===== src/logic/bcri_consts.vh =====
// Constants for the branch, call, return and interrupt control block.
`ifndef BCRI_CONSTS_VH
`define BCRI_CONSTS_VH
// ======================================================================
// Register byte offsets
`define BCRI_ADDR_INSTR 8'h00
`define BCRI_ADDR_PC 8'h04
`define BCRI_ADDR_JTR 8'h08
`define BCRI_ADDR_STATE 8'h0C
`define BCRI_ADDR_SRC_EN 8'h10
`define BCRI_ADDR_SRC_REQ 8'h14
`define BCRI_ADDR_EVT 8'h18
`define BCRI_ADDR_EVT_MASK 8'h1C
`define BCRI_ADDR_PSW 8'h20
// ======================================================================
// Operation codes in bits 15 to 11
`define BCRI_OP_NOP 5'h00
`define BCRI_OP_GROUP 5'h07
`define BCRI_OP_JUMP_LOW 5'h0C
`define BCRI_OP_JUMP_HIGH 5'h0D
`define BCRI_OP_CALL 5'h1D
// ======================================================================
// Group codes: bits 10 to 8 followed by bits 7 to 4
`define BCRI_G_JUMP_JTR 7'h04
`define BCRI_G_CALL_JTR 7'h05
`define BCRI_G_RET 7'h0E
`define BCRI_G_RETURN_AND_SKIP_OP 7'h1E
`define BCRI_G_RETURN_FROM_INTERRUPT_OP 7'h4E
`define BCRI_G_INT_EN 7'h0F
`define BCRI_G_INT_DIS 7'h1F
`define BCRI_G_STOP 7'h2F
`define BCRI_G_HALT 7'h3F
// ======================================================================
// Event status bit positions
`define BCRI_EVT_ACCEPT 0
`define BCRI_EVT_HALT 1
`define BCRI_EVT_STOP 2
`define BCRI_EVT_UNKNOWN 3
`define BCRI_EVT_WAKE 4
`define BCRI_EVT_W 5
// ======================================================================
// Reset values, restore mask and interrupt status bits set on service
`define BCRI_PC_RST 16'h0000
`define BCRI_PSW_RST 4'h0
`define BCRI_INTERRUPT_STATUS_BITS_RST 4'h0
`define BCRI_PSW_RESTORE 4'hE
`define BCRI_INTERRUPT_STATUS_BITS_SERVICE 4'h1
`endif


===== src/logic/bcri_ctrl.v =====
// Control-flow execution unit: jumps, calls, returns, interrupts and low-power entry.
`timescale 1ns/10ps
`include "bcri_consts.vh"

module bcri_ctrl #(
   parameter NSRC = 4,
   parameter SPW = 3,
   parameter [15:0] VEC_BASE = 16'h0001
) (
   input wire pclk,
   input wire presetn,
   input wire psel,
   input wire penable,
   input wire pwrite,
   input wire [7:0] paddr,
   input wire [31:0] pwdata,
   output reg [31:0] prdata,
   output reg pready,
   output reg pslverr,
   input wire [NSRC-1:0] src_req_in,
   input wire [3:0] wake_in,
   output reg irq,
   output reg [15:0] program_counter,
   output reg global_interrupt_enable,
   output reg halt_mode,
   output reg stop_mode
);

   localparam DEPTH = 1 << SPW;
   localparam [SPW-1:0] SP_ONE = {{(SPW-1){1'h0}}, 1'h1};

   // ===================================================================
   // State
   reg [15:0] address_stack_entry [0:DEPTH-1];
   reg [3:0] saved_interrupt_status [0:DEPTH-1];
   reg [3:0] saved_psw [0:DEPTH-1];
   reg [SPW-1:0] stack_index;
   reg [15:0] jump_target_register;
   reg [15:0] last_instr;
   reg [3:0] program_status_word;
   reg [3:0] interrupt_status_bits;
   reg [3:0] wake_cond;
   reg page_select;
   reg [NSRC-1:0] source_interrupt_enable;
   reg [NSRC-1:0] source_interrupt_request;
   reg [`BCRI_EVT_W-1:0] evt_status;
   reg [`BCRI_EVT_W-1:0] evt_mask;
   reg [`BCRI_EVT_W-1:0] evt_set;
   reg [31:0] rdata;
   reg mapped;
   reg read_only;
   reg known_op;
   reg acc_hit;
   reg [3:0] acc_idx;
   integer i;

   wire access = psel & penable;
   wire done = access & pready;
   wire low_power = halt_mode | stop_mode;
   wire instr_hit = (paddr == `BCRI_ADDR_INSTR);
   wire exec = done & pwrite & instr_hit & ~low_power & ~pslverr;
   wire [15:0] instr = pwdata[15:0];
   wire [4:0] opc = instr[15:11];
   wire [6:0] grp = instr[10:4];
   wire [15:0] pc_next = program_counter + 16'h0001;
   wire [SPW-1:0] sp_dec = stack_index - SP_ONE;
   wire [SPW-1:0] sp_inc = stack_index + SP_ONE;
   wire [NSRC-1:0] pending = source_interrupt_request & source_interrupt_enable;
   wire take_int = global_interrupt_enable & acc_hit & ~exec & ~low_power;
   wire wake = low_power & (|(wake_cond & wake_in));
   wire evt_read = done & ~pwrite & (paddr == `BCRI_ADDR_EVT);
   wire call_op = exec && ((opc == `BCRI_OP_CALL)
      || (opc == `BCRI_OP_GROUP && grp == `BCRI_G_CALL_JTR));
   wire push_en = take_int | call_op;
   wire [15:0] push_val = take_int ? program_counter : pc_next;

   // ===================================================================
   // Interrupt source selection
   always @* begin
      acc_hit = 1'b0;
      acc_idx = 4'h0;
      for (i = NSRC - 1; i >= 0; i = i - 1) begin
         if (pending[i]) begin
            acc_hit = 1'b1;
            acc_idx = i[3:0];
         end
      end
   end

   // ===================================================================
   // Request flags
   genvar g;
   generate
      for (g = 0; g < NSRC; g = g + 1) begin : gen_req
         always @(posedge pclk or negedge presetn) begin
            if (!presetn) begin
               source_interrupt_request[g] <= 1'b0;
            end else begin
               source_interrupt_request[g] <= (source_interrupt_request[g]
                  & ~(take_int && acc_idx == g)) | src_req_in[g];
            end
         end
      end
   endgenerate

   // ===================================================================
   // Register read decode
   always @* begin
      rdata = 32'h0000_0000;
      mapped = 1'b1;
      read_only = 1'b0;
      case (paddr)
         `BCRI_ADDR_INSTR: rdata[15:0] = last_instr;
         `BCRI_ADDR_PC: begin
            rdata[15:0] = program_counter;
            read_only = 1'b1;
         end
         `BCRI_ADDR_JTR: rdata[15:0] = jump_target_register;
         `BCRI_ADDR_STATE: begin
            rdata[SPW-1:0] = stack_index;
            rdata[8] = page_select;
            rdata[9] = global_interrupt_enable;
            rdata[10] = halt_mode;
            rdata[11] = stop_mode;
            rdata[15:12] = wake_cond;
            read_only = 1'b1;
         end
         `BCRI_ADDR_SRC_EN: rdata[NSRC-1:0] = source_interrupt_enable;
         `BCRI_ADDR_SRC_REQ: begin
            rdata[NSRC-1:0] = source_interrupt_request;
            read_only = 1'b1;
         end
         `BCRI_ADDR_EVT: begin
            rdata[`BCRI_EVT_W-1:0] = evt_status;
            read_only = 1'b1;
         end
         `BCRI_ADDR_EVT_MASK: rdata[`BCRI_EVT_W-1:0] = evt_mask;
         `BCRI_ADDR_PSW: begin
            rdata[3:0] = program_status_word;
            rdata[7:4] = interrupt_status_bits;
         end
         default: mapped = 1'b0;
      endcase
   end

   // ===================================================================
   // Bus answer and execution
   always @(posedge pclk or negedge presetn) begin
      if (!presetn) begin
         prdata <= 32'h0000_0000;
         pready <= 1'b0;
         pslverr <= 1'b0;
         program_counter <= `BCRI_PC_RST;
         global_interrupt_enable <= 1'b0;
         halt_mode <= 1'b0;
         stop_mode <= 1'b0;
         stack_index <= {SPW{1'h0}};
         jump_target_register <= 16'h0000;
         last_instr <= 16'h0000;
         program_status_word <= `BCRI_PSW_RST;
         interrupt_status_bits <= `BCRI_INTERRUPT_STATUS_BITS_RST;
         wake_cond <= 4'h0;
         page_select <= 1'b0;
         source_interrupt_enable <= {NSRC{1'h0}};
         evt_mask <= {`BCRI_EVT_W{1'h0}};
      end else begin
         pready <= access & ~pready;
         if (access & ~pready) begin
            prdata <= pwrite ? 32'h0000_0000 : rdata;
            pslverr <= ~mapped | (pwrite & read_only) | (pwrite & instr_hit & low_power);
         end else begin
            pslverr <= 1'b0;
         end
         if (done & pwrite & mapped) begin
            case (paddr)
               `BCRI_ADDR_JTR: jump_target_register <= pwdata[15:0];
               `BCRI_ADDR_SRC_EN: source_interrupt_enable <= pwdata[NSRC-1:0];
               `BCRI_ADDR_EVT_MASK: evt_mask <= pwdata[`BCRI_EVT_W-1:0];
               `BCRI_ADDR_PSW: begin
                  program_status_word <= pwdata[3:0];
                  interrupt_status_bits <= pwdata[7:4];
               end
               default: last_instr <= last_instr;
            endcase
         end
         if (wake) begin
            halt_mode <= 1'b0;
            stop_mode <= 1'b0;
         end
         if (take_int) begin
            stack_index <= sp_dec;
            interrupt_status_bits <= interrupt_status_bits | `BCRI_INTERRUPT_STATUS_BITS_SERVICE;
            global_interrupt_enable <= 1'b0;
            program_counter <= VEC_BASE + {12'h000, acc_idx};
         end else if (exec) begin
            last_instr <= instr;
            program_counter <= pc_next;
            case (opc)
               `BCRI_OP_NOP: program_counter <= pc_next;
               `BCRI_OP_JUMP_LOW: begin
                  program_counter <= {5'h00, instr[10:0]};
                  page_select <= 1'b0;
               end
               `BCRI_OP_JUMP_HIGH: begin
                  program_counter <= {4'h0, 1'h1, instr[10:0]};
                  page_select <= 1'b1;
               end
               `BCRI_OP_CALL: begin
                  stack_index <= sp_dec;
                  program_counter <= {5'h00, instr[10:0]};
                  page_select <= 1'b0;
               end
               `BCRI_OP_GROUP: begin
                  case (grp)
                     `BCRI_G_JUMP_JTR: program_counter <= jump_target_register;
                     `BCRI_G_CALL_JTR: begin
                        stack_index <= sp_dec;
                        program_counter <= jump_target_register;
                     end
                     `BCRI_G_RET: begin
                        program_counter <= address_stack_entry[stack_index];
                        stack_index <= sp_inc;
                     end
                     `BCRI_G_RETURN_AND_SKIP_OP: begin
                        program_counter <= address_stack_entry[stack_index] + 16'h0001;
                        stack_index <= sp_inc;
                     end
                     `BCRI_G_RETURN_FROM_INTERRUPT_OP: begin
                        program_counter <= address_stack_entry[stack_index];
                        interrupt_status_bits <= saved_interrupt_status[stack_index];
                        program_status_word <= (program_status_word & ~`BCRI_PSW_RESTORE)
                           | (saved_psw[stack_index] & `BCRI_PSW_RESTORE);
                        stack_index <= sp_inc;
                     end
                     `BCRI_G_INT_EN: global_interrupt_enable <= 1'b1;
                     `BCRI_G_INT_DIS: global_interrupt_enable <= 1'b0;
                     `BCRI_G_STOP: begin
                        stop_mode <= 1'b1;
                        wake_cond <= instr[3:0];
                     end
                     `BCRI_G_HALT: begin
                        halt_mode <= 1'b1;
                        wake_cond <= instr[3:0];
                     end
                     default: program_counter <= pc_next;
                  endcase
               end
               default: program_counter <= pc_next;
            endcase
         end
      end
   end

   // ===================================================================
   // Address stack storage
   always @(posedge pclk) begin
      if (push_en) begin
         address_stack_entry[sp_dec] <= push_val;
      end
      if (take_int) begin
         saved_interrupt_status[sp_dec] <= interrupt_status_bits;
         saved_psw[sp_dec] <= program_status_word;
      end
   end

   // ===================================================================
   // Instruction recognition
   always @* begin
      known_op = 1'b0;
      case (opc)
         `BCRI_OP_NOP: known_op = 1'b1;
         `BCRI_OP_JUMP_LOW: known_op = 1'b1;
         `BCRI_OP_JUMP_HIGH: known_op = 1'b1;
         `BCRI_OP_CALL: known_op = 1'b1;
         `BCRI_OP_GROUP: begin
            case (grp)
               `BCRI_G_JUMP_JTR: known_op = 1'b1;
               `BCRI_G_CALL_JTR: known_op = 1'b1;
               `BCRI_G_RET: known_op = 1'b1;
               `BCRI_G_RETURN_AND_SKIP_OP: known_op = 1'b1;
               `BCRI_G_RETURN_FROM_INTERRUPT_OP: known_op = 1'b1;
               `BCRI_G_INT_EN: known_op = 1'b1;
               `BCRI_G_INT_DIS: known_op = 1'b1;
               `BCRI_G_STOP: known_op = 1'b1;
               `BCRI_G_HALT: known_op = 1'b1;
               default: known_op = 1'b0;
            endcase
         end
         default: known_op = 1'b0;
      endcase
   end

   // ===================================================================
   // Event status, mask and interrupt output
   always @* begin
      evt_set = {`BCRI_EVT_W{1'h0}};
      evt_set[`BCRI_EVT_ACCEPT] = take_int;
      evt_set[`BCRI_EVT_HALT] = exec && opc == `BCRI_OP_GROUP && grp == `BCRI_G_HALT;
      evt_set[`BCRI_EVT_STOP] = exec && opc == `BCRI_OP_GROUP && grp == `BCRI_G_STOP;
      evt_set[`BCRI_EVT_UNKNOWN] = exec && !known_op;
      evt_set[`BCRI_EVT_WAKE] = wake;
   end

   always @(posedge pclk or negedge presetn) begin
      if (!presetn) begin
         evt_status <= {`BCRI_EVT_W{1'h0}};
         irq <= 1'b0;
      end else begin
         evt_status <= (evt_read ? {`BCRI_EVT_W{1'h0}} : evt_status) | evt_set;
         irq <= |(((evt_read ? {`BCRI_EVT_W{1'h0}} : evt_status) | evt_set) & evt_mask);
      end
   end

endmodule // bcri_ctrl


===== config.mk =====
export PLATFORM = sky130hd
export DESIGN_NAME = bcri_ctrl
export DESIGN_NICKNAME = d
export VERILOG_FILES = /design/src/logic/bcri_ctrl.v
export VERILOG_INCLUDE_DIRS = /design/src /design/src/logic
export SDC_FILE = /design/constraint.sdc
export NUM_CORES = 1
export LEC_CHECK = 0
export ABC_AREA = 1
export BUFFER_PORTS_ARGS = -buffer_cell sky130_fd_sc_hd__buf_2
export CORE_ASPECT_RATIO = 0.6
export CORE_MARGIN = 3
export CORE_UTILIZATION = 35
export CTS_BUF_LIST = sky130_fd_sc_hd__clkbuf_4
export DETAILED_ROUTE_END_ITERATION = 7
export PLACE_DENSITY = 0.57
export SYNTH_ARGS = -nofsm -noshare
export SYNTH_HDL_FRONTEND = slang
export SYNTH_SLANG_ARGS = --single-unit

===== constraint.sdc =====
create_clock -name pclk -period 7 [get_ports pclk]
set_clock_uncertainty 0.1 [all_clocks]
set_input_delay 1.4 -clock pclk [delete_from_list [all_inputs] [get_ports pclk]]
set_output_delay 1.4 -clock pclk [all_outputs]
set_load 0.005 [all_outputs]

# Word level (Yosys, flattened, before mapping)
# Memory sizes are Yosys's and may differ from the RTL's.
# Cells that the tools add are included.
# totals
ff_bits,120
mem_bits_rw,192
input_bits,53
output_inout_bits,54
wordCells,200
mem_count,3
# op_classes
addsub,5
n_eq_ne,25
mux,60
bitwise_logic,45
n_reduce_logical,39
# memory_table
name,depth,word_bits,read_ports,rd_ports_with_merged_regs,wr,line_no,source
address_stack_entry,8,16,1,0,1,bcri_ctrl.v:34,reg [15:0] address_stack_entry [0:DEPTH-1];
saved_interrupt_status,8,4,1,0,1,bcri_ctrl.v:35,reg [3:0] saved_interrupt_status [0:DEPTH-1];
saved_psw,8,4,1,0,1,bcri_ctrl.v:36,reg [3:0] saved_psw [0:DEPTH-1];
# ops
operator,count
16-bit one-hot mux with 3 select lines,2
16-bit two-way mux,4
4-bit two-way mux,11
"16-bit by 1-bit adder with 16-bit output, second input constant",2
"8-bit by 5-bit == test with 1-bit output, second input constant",4
8-bit one-hot mux with 4 select lines,1
3-bit one-hot mux with 9 select lines,1
1-bit two-way mux,26
1-bit bitwise AND,21
9-bit OR reduction,2
"8-bit by 4-bit == test with 1-bit output, second input constant",2
"7-bit by 3-bit == test with 1-bit output, second input constant",2
"7-bit by 4-bit == test with 1-bit output, second input constant",2
"7-bit by 5-bit == test with 1-bit output, second input constant",2
"7-bit by 6-bit == test with 1-bit output, second input constant",2
3-bit one-hot mux with 2 select lines,2
3-bit one-hot mux with 4 select lines,1
4-bit OR reduction,3
1-bit NOT,11
"5-bit by 4-bit == test with 1-bit output, second input constant",2
1-bit logical AND,10
3-bit AND reduction,3
4-bit bitwise AND,2
"4-bit by 2-bit == test with 1-bit output, second input constant",2
32 further kinds,54

# Longest topological paths before layout
# Gate-level depths: netlist (run 1).
# logic_depth
depth_word,13
depth_mapped,21
ltp_nobuf,20

# Least setup slack after synthesis (run 1)
# Ideal clock, no wire load.
# synth_path
kind,input port to flip-flop
from,input port paddr[7]
to,"memory address_stack_entry[0][0], enable pin"
t_arrival_ps,3309
required_time_ps,6512
slack_ps,3202
stages,9
n_path_buf,1
path_cell_list,nor2_4 nand3_4 nor2_8 inv_2 or4_1 nand2_2 buf_6 o21ai_2 nor2_1
# synth_between
elab_chain_len,10
word_cells_on_any_way,11
classes_between,2 x mux; 7 x bitwise; 2 x reduce/logical
# synth_lines
element,line_no,source
start: declaration,bcri_ctrl.v:15,"input wire [7:0] paddr,"
8-bit logical NOT (*),-,
1-bit bitwise AND (*) (3 in series),bcri_ctrl.v:61,wire exec = done & pwrite & instr_hit & ~low_power & ~pslverr;
1-bit NOT,bcri_ctrl.v:69,wire take_int = global_interrupt_enable & acc_hit & ~exec & ~low_power;
1-bit bitwise AND (2 in series),bcri_ctrl.v:69,
1-bit bitwise OR (*),bcri_ctrl.v:74,wire push_en = take_int | call_op;
1-bit two-way mux (*),bcri_ctrl.v:257,if (push_en) begin
1-bit two-way mux (not written as such) (*),bcri_ctrl.v:258,address_stack_entry[sp_dec] <= push_val;
end: declaration,bcri_ctrl.v:34,
# Mark *: on every way between the ends. The rest lies on a longest branch, timed or not.

# Final worst setup path (run 1)
# layout_path
from,input port paddr[7]
to,memory address_stack_entry[7][5] (data pin)
# layout_between
elab_chain_len,8
# layout_lines
element,line_no,source
8-bit logical NOT,-,
1-bit bitwise AND (3 in series),bcri_ctrl.v:61,
1-bit NOT,bcri_ctrl.v:69,
1-bit bitwise AND (2 in series),bcri_ctrl.v:69,
16-bit two-way mux,bcri_ctrl.v:75,wire [15:0] push_val = take_int ? program_counter : pc_next;
net push_val[5],bcri_ctrl.v:75,
# The timed path passes the listed nets, and every way through them passes these cells.

==> impl_results.md, run 1 <==
* Mux cell area share after synthesis at 0.0768%
* Clock tree buffer depth at 3
* Max Cap Violations at 0
* Clk Latency, worst-skew pair at 740 ps
* Post_cts resized at 0
* Crit-path slowest cell: o21ai_0
* Post-CTS Setup Inserts at 0
* Max Freq at 243 MHz
* Synthesis-stage register bit count at 288
* Port bufs at 74
* Synth Area in Compound Gates at 10.6%
* Number of synthesized flops with an enable pin at 184
* Post-CTS Hold Buffers at 0
* Die footprint at 44500 um^2
* Chip height at 165 um
* Period utilization at 58.8%
* Status: finished, final reports clean
* Die W at 270 um
* Wire per inst at 18.7 um
* # rows at 57
* Starting density of the core at 35.9%
* Crit path launch type: primary input
* Sink Count at 288
* Dominant cells by area after synthesis: edfxtp_1, dfrtp_1, nand2_1, inv_1, nand3_1
* Critical path class: primary input to flop
* Final setup fails at 0
* Fin cells at 2375
* Crit Path Max Fanout at 47
* Setup_tns at 0 ps
* Routability cong. at 0.945
* CP Data Required Time at 7240 ps
* Number of global-route vias before repair at 11300
* Vias/cell at 5.07
* Initial DRC Count at 1369
* DRT antenna net count at 0
* Library cells used by synthesis at 62
* Endpoint type of the worst setup path: flop
* Async S/R FF share, synth at 36.1%
* CTS root buf: clkbuf_4
* Total grt overflow at 0
* Layout cell share with drive strength beyond 1 at 14.2%
* Clock transition at path regs at 60 ps
* Max stage delay on crit path at 1000 ps
* Dpl hpwl at 30800 um
* First-pass GRT wire length at 67500 um
* CTS tree: built
* Top-area cell type share of the netlist area at 37.7%
* Actual slew at the worst max-slew pin at 1180 ps
* DRC at 0
* Synth Warn # at 0
* Netlist Area Pre-Place at 14700 um^2
* VDD IR max at 0.127 mV
* Initial antenna violation count at 0
* Crit-path cells: buf_2 -> nor2_4 -> nand3_4 -> nor2_8 -> nand2_1 -> buf_4 -> nand2_1 -> buf_4 -> inv_2 -> o21ai_0
* Pwr/cell area at 204 nW/um^2
* Crit path DAT at 4360 ps
* XOR/XNOR Fraction of Synth Area at 1.01%
* I/O pins at 107
* Final Max Slew Viols at 0
* Cells after Synth at 1675
* Largest net degree at the start of global routing at 69
* Core Area at 40900 um^2
* Min-Delay Path Class: flop to flop
* Final Critical Period at 4110 ps
* Router iterations before antenna repair at 7
* Placed cells at 2257
* Post-synthesis average cell area at 8.75 um^2
* Leading area contributor after synthesis: edfxtp_1
* Pleak at 7.21 nW
* Top delay family on crit path: buffers and inverters
* Gr usage total at 20.0%
* Diode count at 0
* Most common cell in the netlist: nand2_1
* H-tree levels at 3
* Synth Area in Simple Gates at 23.3%
* Nets at 1833
* Area grow syn2layout at 11.6%
* Final Power at 3.35 mW
* Top_reg_cell synth: edfxtp_1
* RSZ-0062 raised after global routing: no
* FILL cells at 4159
* Top cells by count, synth: nand2_1, inv_1, edfxtp_1
* Max-slew headroom at 20.6%
* TritonCTS Buffers at 73
* Sequential area share after synthesis at 55.4%
* Final wirelength at 44400 um
* Largest family of logic cells by synthesized area: simple AND/OR/NAND/NOR gates
* Via Count at 12000
* Hold Fails Final Rpt at 0
* Post-synthesis adder-cell area fraction at 0.683%
* Worst Path Buf+Inv at 4
## final cells by class
cell class	instances	area, um^2	area share, %
well taps	560	701	4.28
inverters	222	833	5.09
multi-input cells	1098	5310	32.4
clock buffers	102	766	4.68
flip-flops and latches	288	8130	49.7
repair buffers	89	485	2.97
clock inverters	16	144	0.879
## stage by stage
stage / cell area (um^2) / hold WS [ps] / util [%] / worst slack [ps]
floorplan: 14700 / 347 / - / 3200
global placement: 15500 / 350 / 37.8 / 2320
detailed placement: 15500 / 367 / 37.8 / 2280
CTS: 16400 / 378 / 40.1 / 3070
global route: 16400 / 403 / 40.1 / 2790
finish: 16400 / 374 / 40.1 / 2890
## layout by cell type, fill, tap and decap left out, types with 17 or more instances in the layout
cell type	synthesis	routed
buf_2	20	73
nor2_1	96	89
dfrtp_1	104	102
inv_1	203	202
inv_2	18	20
a221oi_1	17	17
clkbuf_4	0	102
edfxtp_1	184	184
nand3_1	145	145
o22ai_1	28	28
nand2_1	497	497
o21ai_1	25	25
o21ai_0	110	110
a21oi_1	39	39
## where the power goes
part	switching [mW]	total (mW)	internal (mW)
sequential	0.00121	1.80	1.79
combinational	0.0655	0.0851	0.0196
clock	0.688	1.46	0.777
## routing by layer
metal / part of all wire (%) / vias up / wire length, um / global-route usage [%]
met5: 0 / - / 0 / 0
met4: 1.8 / 0 / 806 / 5.07
met3: 9.2 / 58 / 4070 / 5.94
met2: 41 / 440 / 18100 / 28.2
met1: 48 / 5794 / 21400 / 29.9
li1: - / 5744 / - / -
## final timing paths
check                                           startpoint                             endpoint  slack [ps]  depth (start not counted)
worst max-delay path                              paddr[7]  address_stack_entry[7][5]$_DFFE_PP_        2890                         10
worst min-delay path                      pready$_DFF_PN0_                     pready$_DFF_PN0_         370                          1
worst max register to register  stack_index[0]$_DFFE_PN0P_      program_counter[15]$_DFFE_PN0P_        3150                         17
worst min register to register            pready$_DFF_PN0_                     pready$_DFF_PN0_         370                          1
max in group asynchronous                          presetn           stack_index[2]$_DFFE_PN0P_        4870                          2
min in group asynchronous                          presetn       program_counter[7]$_DFFE_PN0P_         520                          1
## state kept, by name, indices dropped and copies added, names as in the netlist, 3 cells and up
signal                    cells
source_interrupt_request      4
program_counter              16
interrupt_status_bits         4
last_instr                   16
jump_target_register         16
evt_status                    5
evt_mask                      5
stack_index                   3
source_interrupt_enable       4
saved_interrupt_status       32
address_stack_entry         128
wake_cond                     4
saved_psw                    24
prdata                       16
program_status_word           4
## logic make-up after synthesis
group | count (synthesis)
simple gates | 796
buf+inv | 304
flops | 288
compound gates | 261
xor+xnor | 16
fa+ha+maj | 8
other cells | 1
mux | 1
(Power assumes the default switching activity.)
==> run 2, diff against run 1 <==
Clock period 7 ns to 3.8 ns, I/O delays scaled along.
==> impl_results.md, run 2 (same netlist as run 1, synthesis figures left out) <==
* Max reg flops at 128
* DP Area at 15700 um^2
* Clock transition at path regs at 60 ps
* Hold Fails Final Rpt at 0
* Status: finished, final reports clean
* # rows at 57
* Nets at 1855
* Period utilization at 84.0%
* Die footprint at 44500 um^2
* Port bufs at 74
* Crit path launch type: flop
* Core Area at 40900 um^2
* Final Max Slew Viols at 0
* TritonCTS Buffers at 70
* Setup WS pre-CTS at 519 ps
* CP most frequent cell: nand2_1
* I/O pins at 107
* Critical R2R Capture: address_stack_entry[5][10]$_DFFE_PP_
* Met2 wire length at 17900 um
* R2r setup slk at 610 ps
* Final wirelength at 45200 um
* Actual slew at the worst max-slew pin at 1060 ps
* Pleak at 7.29 nW
* Sink Count at 288
* Critical path class: flop to flop
* Hold Path Stages at 3
* Clock tree buffer depth at 3
* Worst hold endpoint: evt_mask[1]$_DFFE_PN0P_
* Endpoint type of the worst setup path: flop
* Worst hold slack at 142 ps
* DRT antenna net count at 0
* M1 WL at 22000 um
* CP Data Required Time at 4100 ps
* VDD IR max at 0.315 mV
* Min-Delay Path Class: primary input to flop
* Final Power at 5.97 mW
* Final setup fails at 0
* Die W at 270 um
* Placed cells at 2281
* Post-Route Utilization at 40.4%
* Wire per inst at 18.8 um
* Gr usage total at 20.5%
* First-pass GRT wire length at 69200 um
* Starting density of the core at 35.9%
* Total grt overflow at 0
* Fin worst setup slack at 608 ps
* Clk Latency, worst-skew pair at 760 ps
* H-tree levels at 3
* Post-route cell area at 16500 um^2
* Largest Register: address_stack_entry
* Initial antenna violation count at 1
* Area grow syn2layout at 12.6%
* Worst r2r path cells at 9
* Dpl hpwl at 31700 um
* Final Critical Period at 3190 ps
* FILL cells at 4106
* Crit Path Max Fanout at 8
* Hold_sp: pwdata[1]
* Post_cts resized at 0
* RSZ-0062 raised after global routing: no
* Crit-path cells: ha_1 -> nand3_1 -> nor3_2 -> nand2_1 -> nor2_1 -> nand2_1 -> nor2_2 -> xor2_1 -> o21ai_0
* Pwr/cell area at 362 nW/um^2
* Initial DRC Count at 1422
* CTS root buf: clkbuf_4
* Critical R2R Launch: program_counter[1]$_DFFE_PN0P_
* Commonest non-fill, non-tap cell in the layout: nand2_1
* Fin cells at 2400
* Setup_tns at 0 ps
* CTS tree: built
* Number of global-route vias before repair at 11700
* Router iterations before antenna repair at 8
* Max Freq at 313 MHz
* Via Count at 12200
* Layout cell share with drive strength beyond 1 at 14.8%
* Max Cap Violations at 0
* Chip height at 165 um
* Crit path DAT at 3490 ps
* Most frequent cells in the layout: nand2_1, inv_1, edfxtp_1, nand3_1, o21ai_0
* Max-slew headroom at 28.4%
* Largest regs: address_stack_entry: 128 flops, saved_interrupt_status: 32 flops, saved_psw: 24 flops
* Routed met3 length at 4300 um
* Max Used Layer: met5
* Largest net degree at the start of global routing at 103
* Vias/cell at 5.08
* DRC at 0
* Routability cong. at 0.976
* Max stage delay on crit path at 760 ps
* Crit-path slowest cell: o21ai_0
## run 2: cell count changes in the layout (fill, tap and decap cells not counted), sizes merged, moves of 2 or more
cell	delta
inv	+3
bufinv	-2
clkbuf	-10
diode	+2
clkinv	+6
buf	+24
## run 2: critical path: cells and delay by family, from the launching register on
family / cells / cell delay, ps
AO/OA/AOI/OAI: 1 / 760
flip-flops: 1 / 520
XOR/XNOR: 1 / 130
AND/OR/NAND/NOR: 6 / 1110
adder cells (fa/ha/maj): 1 / 250
## run 2: power by group
| part | switching (mW) | internal (mW) | leakage (nW) |
|---|---|---|---|
| registers | 0.00215 | 3.31 | 2.80 |
| clock network | 1.30 | 1.20 | 0.484 |
| logic | 0.124 | 0.0408 | 4.02 |
| total | 1.43 | 4.54 | 7.29 |
## run 2: timing repair
action	4_1_cts	5_1_grt
hold buffers	1	0
hold endpoints to repair	52	0
setup buffers	0	0
## run 2: routing by layer
metal	up-vias	GRT usage [%]
met5	-	1.43
met4	4	5.51
met3	76	5.59
met2	509	28.2
met1	5798	31.2
li1	5807	-
## run 2: how the worst max path moves through the flow
stage	start	endpoint	slack (ps)	cells past startpoint
finish	program_counter[1]$_DFFE_PN0P_	address_stack_entry[5][10]$_DFFE_PP_	610	9
CTS	program_counter[1]$_DFFE_PN0P_	address_stack_entry[4][10]$_DFFE_PP_	740	9
global placement	paddr[7]	address_stack_entry[3][10]$_DFFE_PP_	550	8
global route	stack_index[1]$_DFFE_PN0P_	program_counter[10]$_DFFE_PN0P_	540	16
detailed placement	paddr[7]	address_stack_entry[3][10]$_DFFE_PP_	520	8
floorplan	paddr[7]	address_stack_entry[0][0]$_DFFE_PP_	640	9
## run 2: final cells by class
type | instances | area (um^2) | area share, %
flip-flops and latches | 288 | 8130 | 49.3
multi-input cells | 1098 | 5310 | 32.2
inverters | 222 | 833 | 5.05
repair buffers | 114 | 713 | 4.32
well taps | 560 | 701 | 4.25
clock buffers | 92 | 691 | 4.18
clock inverters | 24 | 125 | 0.758
diodes | 2 | 5.00 | 0.0303
==> run 3, diff against run 2 <==
Settings changed: PLACE_DENSITY 0.57 to 0.59.
Clock period 3.8 ns to 2.8 ns, I/O delays scaled along.
==> impl_results.md, run 3 (same netlist as run 1, synthesis figures left out) <==
* DRT antenna net count at 0
* Commonest non-fill, non-tap cell in the layout: nand2_1
* Critical path class: flop to flop
* Pleak at 7.75 nW
* CTS root buf: clkbuf_4
* Dpl hpwl at 32900 um
* Post-Route Utilization at 42.4%
* Chip height at 165 um
* VDD IR max at 0.293 mV
* Pwr/cell area at 479 nW/um^2
* Area grow syn2layout at 18.3%
* Max Cap Violations at 0
* Clk Latency, worst-skew pair at 750 ps
* Final Max Slew Viols at 0
* Max Freq at 379 MHz
* DRC at 0
* I/O pins at 107
* Routability cong. at 0.964
* Wire per inst at 18.6 um
* DP Area at 16300 um^2
* Nets at 1933
* Crit-path slowest cell: o21ai_0
* CP Data Required Time at 3130 ps
* Sink Count at 288
* Core Area at 40900 um^2
* Crit-path cells: nor2_1 -> inv_1 -> nor3_1 -> nand2_1 -> nand2_1 -> inv_2 -> o21ai_0
* Die footprint at 44500 um^2
* Via Count at 12500
* Top delay family on crit path: simple AND/OR/NAND/NOR gates
* CP most frequent cell: nand2_1
* First-pass GRT wire length at 70600 um
* # rows at 57
* Fin cells at 2479
* Min-Delay Path Class: primary input to flop
* Final wirelength at 46100 um
* TritonCTS Buffers at 72
* H-tree levels at 3
* Post-route cell area at 17300 um^2
* Final Critical Period at 2640 ps
* Clock tree buffer depth at 3
* Vias/cell at 5.04
* CTS tree: built
* Layout cell share with drive strength beyond 1 at 18.2%
* Endpoint type of the worst setup path: flop
* RSZ-0062 raised after global routing: no
* Worst Path Buf+Inv at 2
* Starting density of the core at 35.9%
* Port bufs at 74
* Largest regs: address_stack_entry: 128 flops, saved_interrupt_status: 32 flops, saved_psw: 24 flops
* Max stage delay on crit path at 720 ps
* Most frequent cells in the layout: nand2_1, inv_1, edfxtp_1, nand3_1, clkbuf_4
* Initial antenna violation count at 1
* Total grt overflow at 0
* Status: finished, final reports clean
* Max-slew headroom at 43.2%
* Crit path DAT at 2970 ps
* FILL cells at 4061
* Final setup fails at 0
* Crit Path Max Fanout at 14
* Max reg flops at 128
* Crit path launch type: flop
* Placed cells at 2341
* Router iterations before antenna repair at 7
* Clock transition at path regs at 70 ps
* Hold Fails Final Rpt at 0
* Gr usage total at 20.8%
* Actual slew at the worst max-slew pin at 843 ps
* Number of global-route vias before repair at 11900
* Period utilization at 94.3%
* Largest Register: address_stack_entry
* Die W at 270 um
* Initial DRC Count at 1515
* Largest net degree at the start of global routing at 62
## run 3: cell types whose count changed in the layout (fill, tap and decap cells not counted), sizes merged
| cell | delta |
|---|---|
| clkinvlp | -1 |
| clkbuf | +14 |
| diode | -1 |
| inv | -3 |
| clkinv | -5 |
| dlygate4sd3 | +12 |
| buf | +63 |
## run 3: worst paths after layout
check,startpoint,endpoint,slack (ps),cells past startpoint
worst min register to register,prdata[11]$_DFFE_PN0P_,prdata[11]$_DFFE_PN0P_,380,2
worst max register to register,stop_mode$_DFF_PN0_,address_stack_entry[4][14]$_DFFE_PP_,160,7
min in group asynchronous,presetn,program_counter[13]$_DFFE_PN0P_,200,2
worst max-delay path,stop_mode$_DFF_PN0_,address_stack_entry[4][14]$_DFFE_PP_,160,7
worst min-delay path,pwdata[4],evt_mask[4]$_DFFE_PN0P_,70,3
max in group asynchronous,presetn,evt_status[4]$_DFF_PN0_,1640,3
## run 3: timing repair
action,4_1_cts,5_1_grt
hold buffers,13,0
endpoints found under the hold margin,44,0
endpoints found under the setup margin,0,55
gates resized for setup,0,12
setup buffers,0,3
## run 3: final cells by class
class | instances | area (um^2) | share of cell area [%]
sequential | 288 | 8130 | 46.9
clock buffer | 105 | 788 | 4.55
antenna | 1 | 2.50 | 0.0144
clock inverter | 15 | 93.8 | 0.541
multi-input combinational | 1098 | 5320 | 30.7
inverter | 222 | 838 | 4.83
timing repair buffer | 190 | 1470 | 8.47
tap | 560 | 701 | 4.04
## run 3: per-layer routing
layer / GRT usage (%) / share of wire, % / vias up
li1: - / - / 5965
met1: 31.9 / 49 / 5966
met2: 29.0 / 40 / 518
met3: 5.50 / 9.4 / 49
met4: 4.31 / 1.1 / 0
met5: 0 / 0 / -
## run 3: per-stage QoR
step	hold slack, ps	total power, mW	TNS (ps)	setup slack [ps]
global placement	352	4.80	0	16.6
global route	47.3	8.68	0	4.70
floorplan	164	4.68	-9860	-199
CTS	13.4	8.40	0	86.1
finish	73.1	8.31	0	160
detailed placement	366	4.81	-296	-26.6
## run 3: tightest hold or removal path, cell delays in order
cell,delay (ps)
buf_2,150
nand2_1,70
o21ai_0,80
## run 3: power breakdown
part	leakage [nW]	total (mW)	internal, mW	switching [mW]
sequential	2.80	4.49	4.49	0.00295
combinational	4.43	0.244	0.0734	0.171
clock	0.528	3.58	1.81	1.77
total	7.75	8.31	6.37	1.94
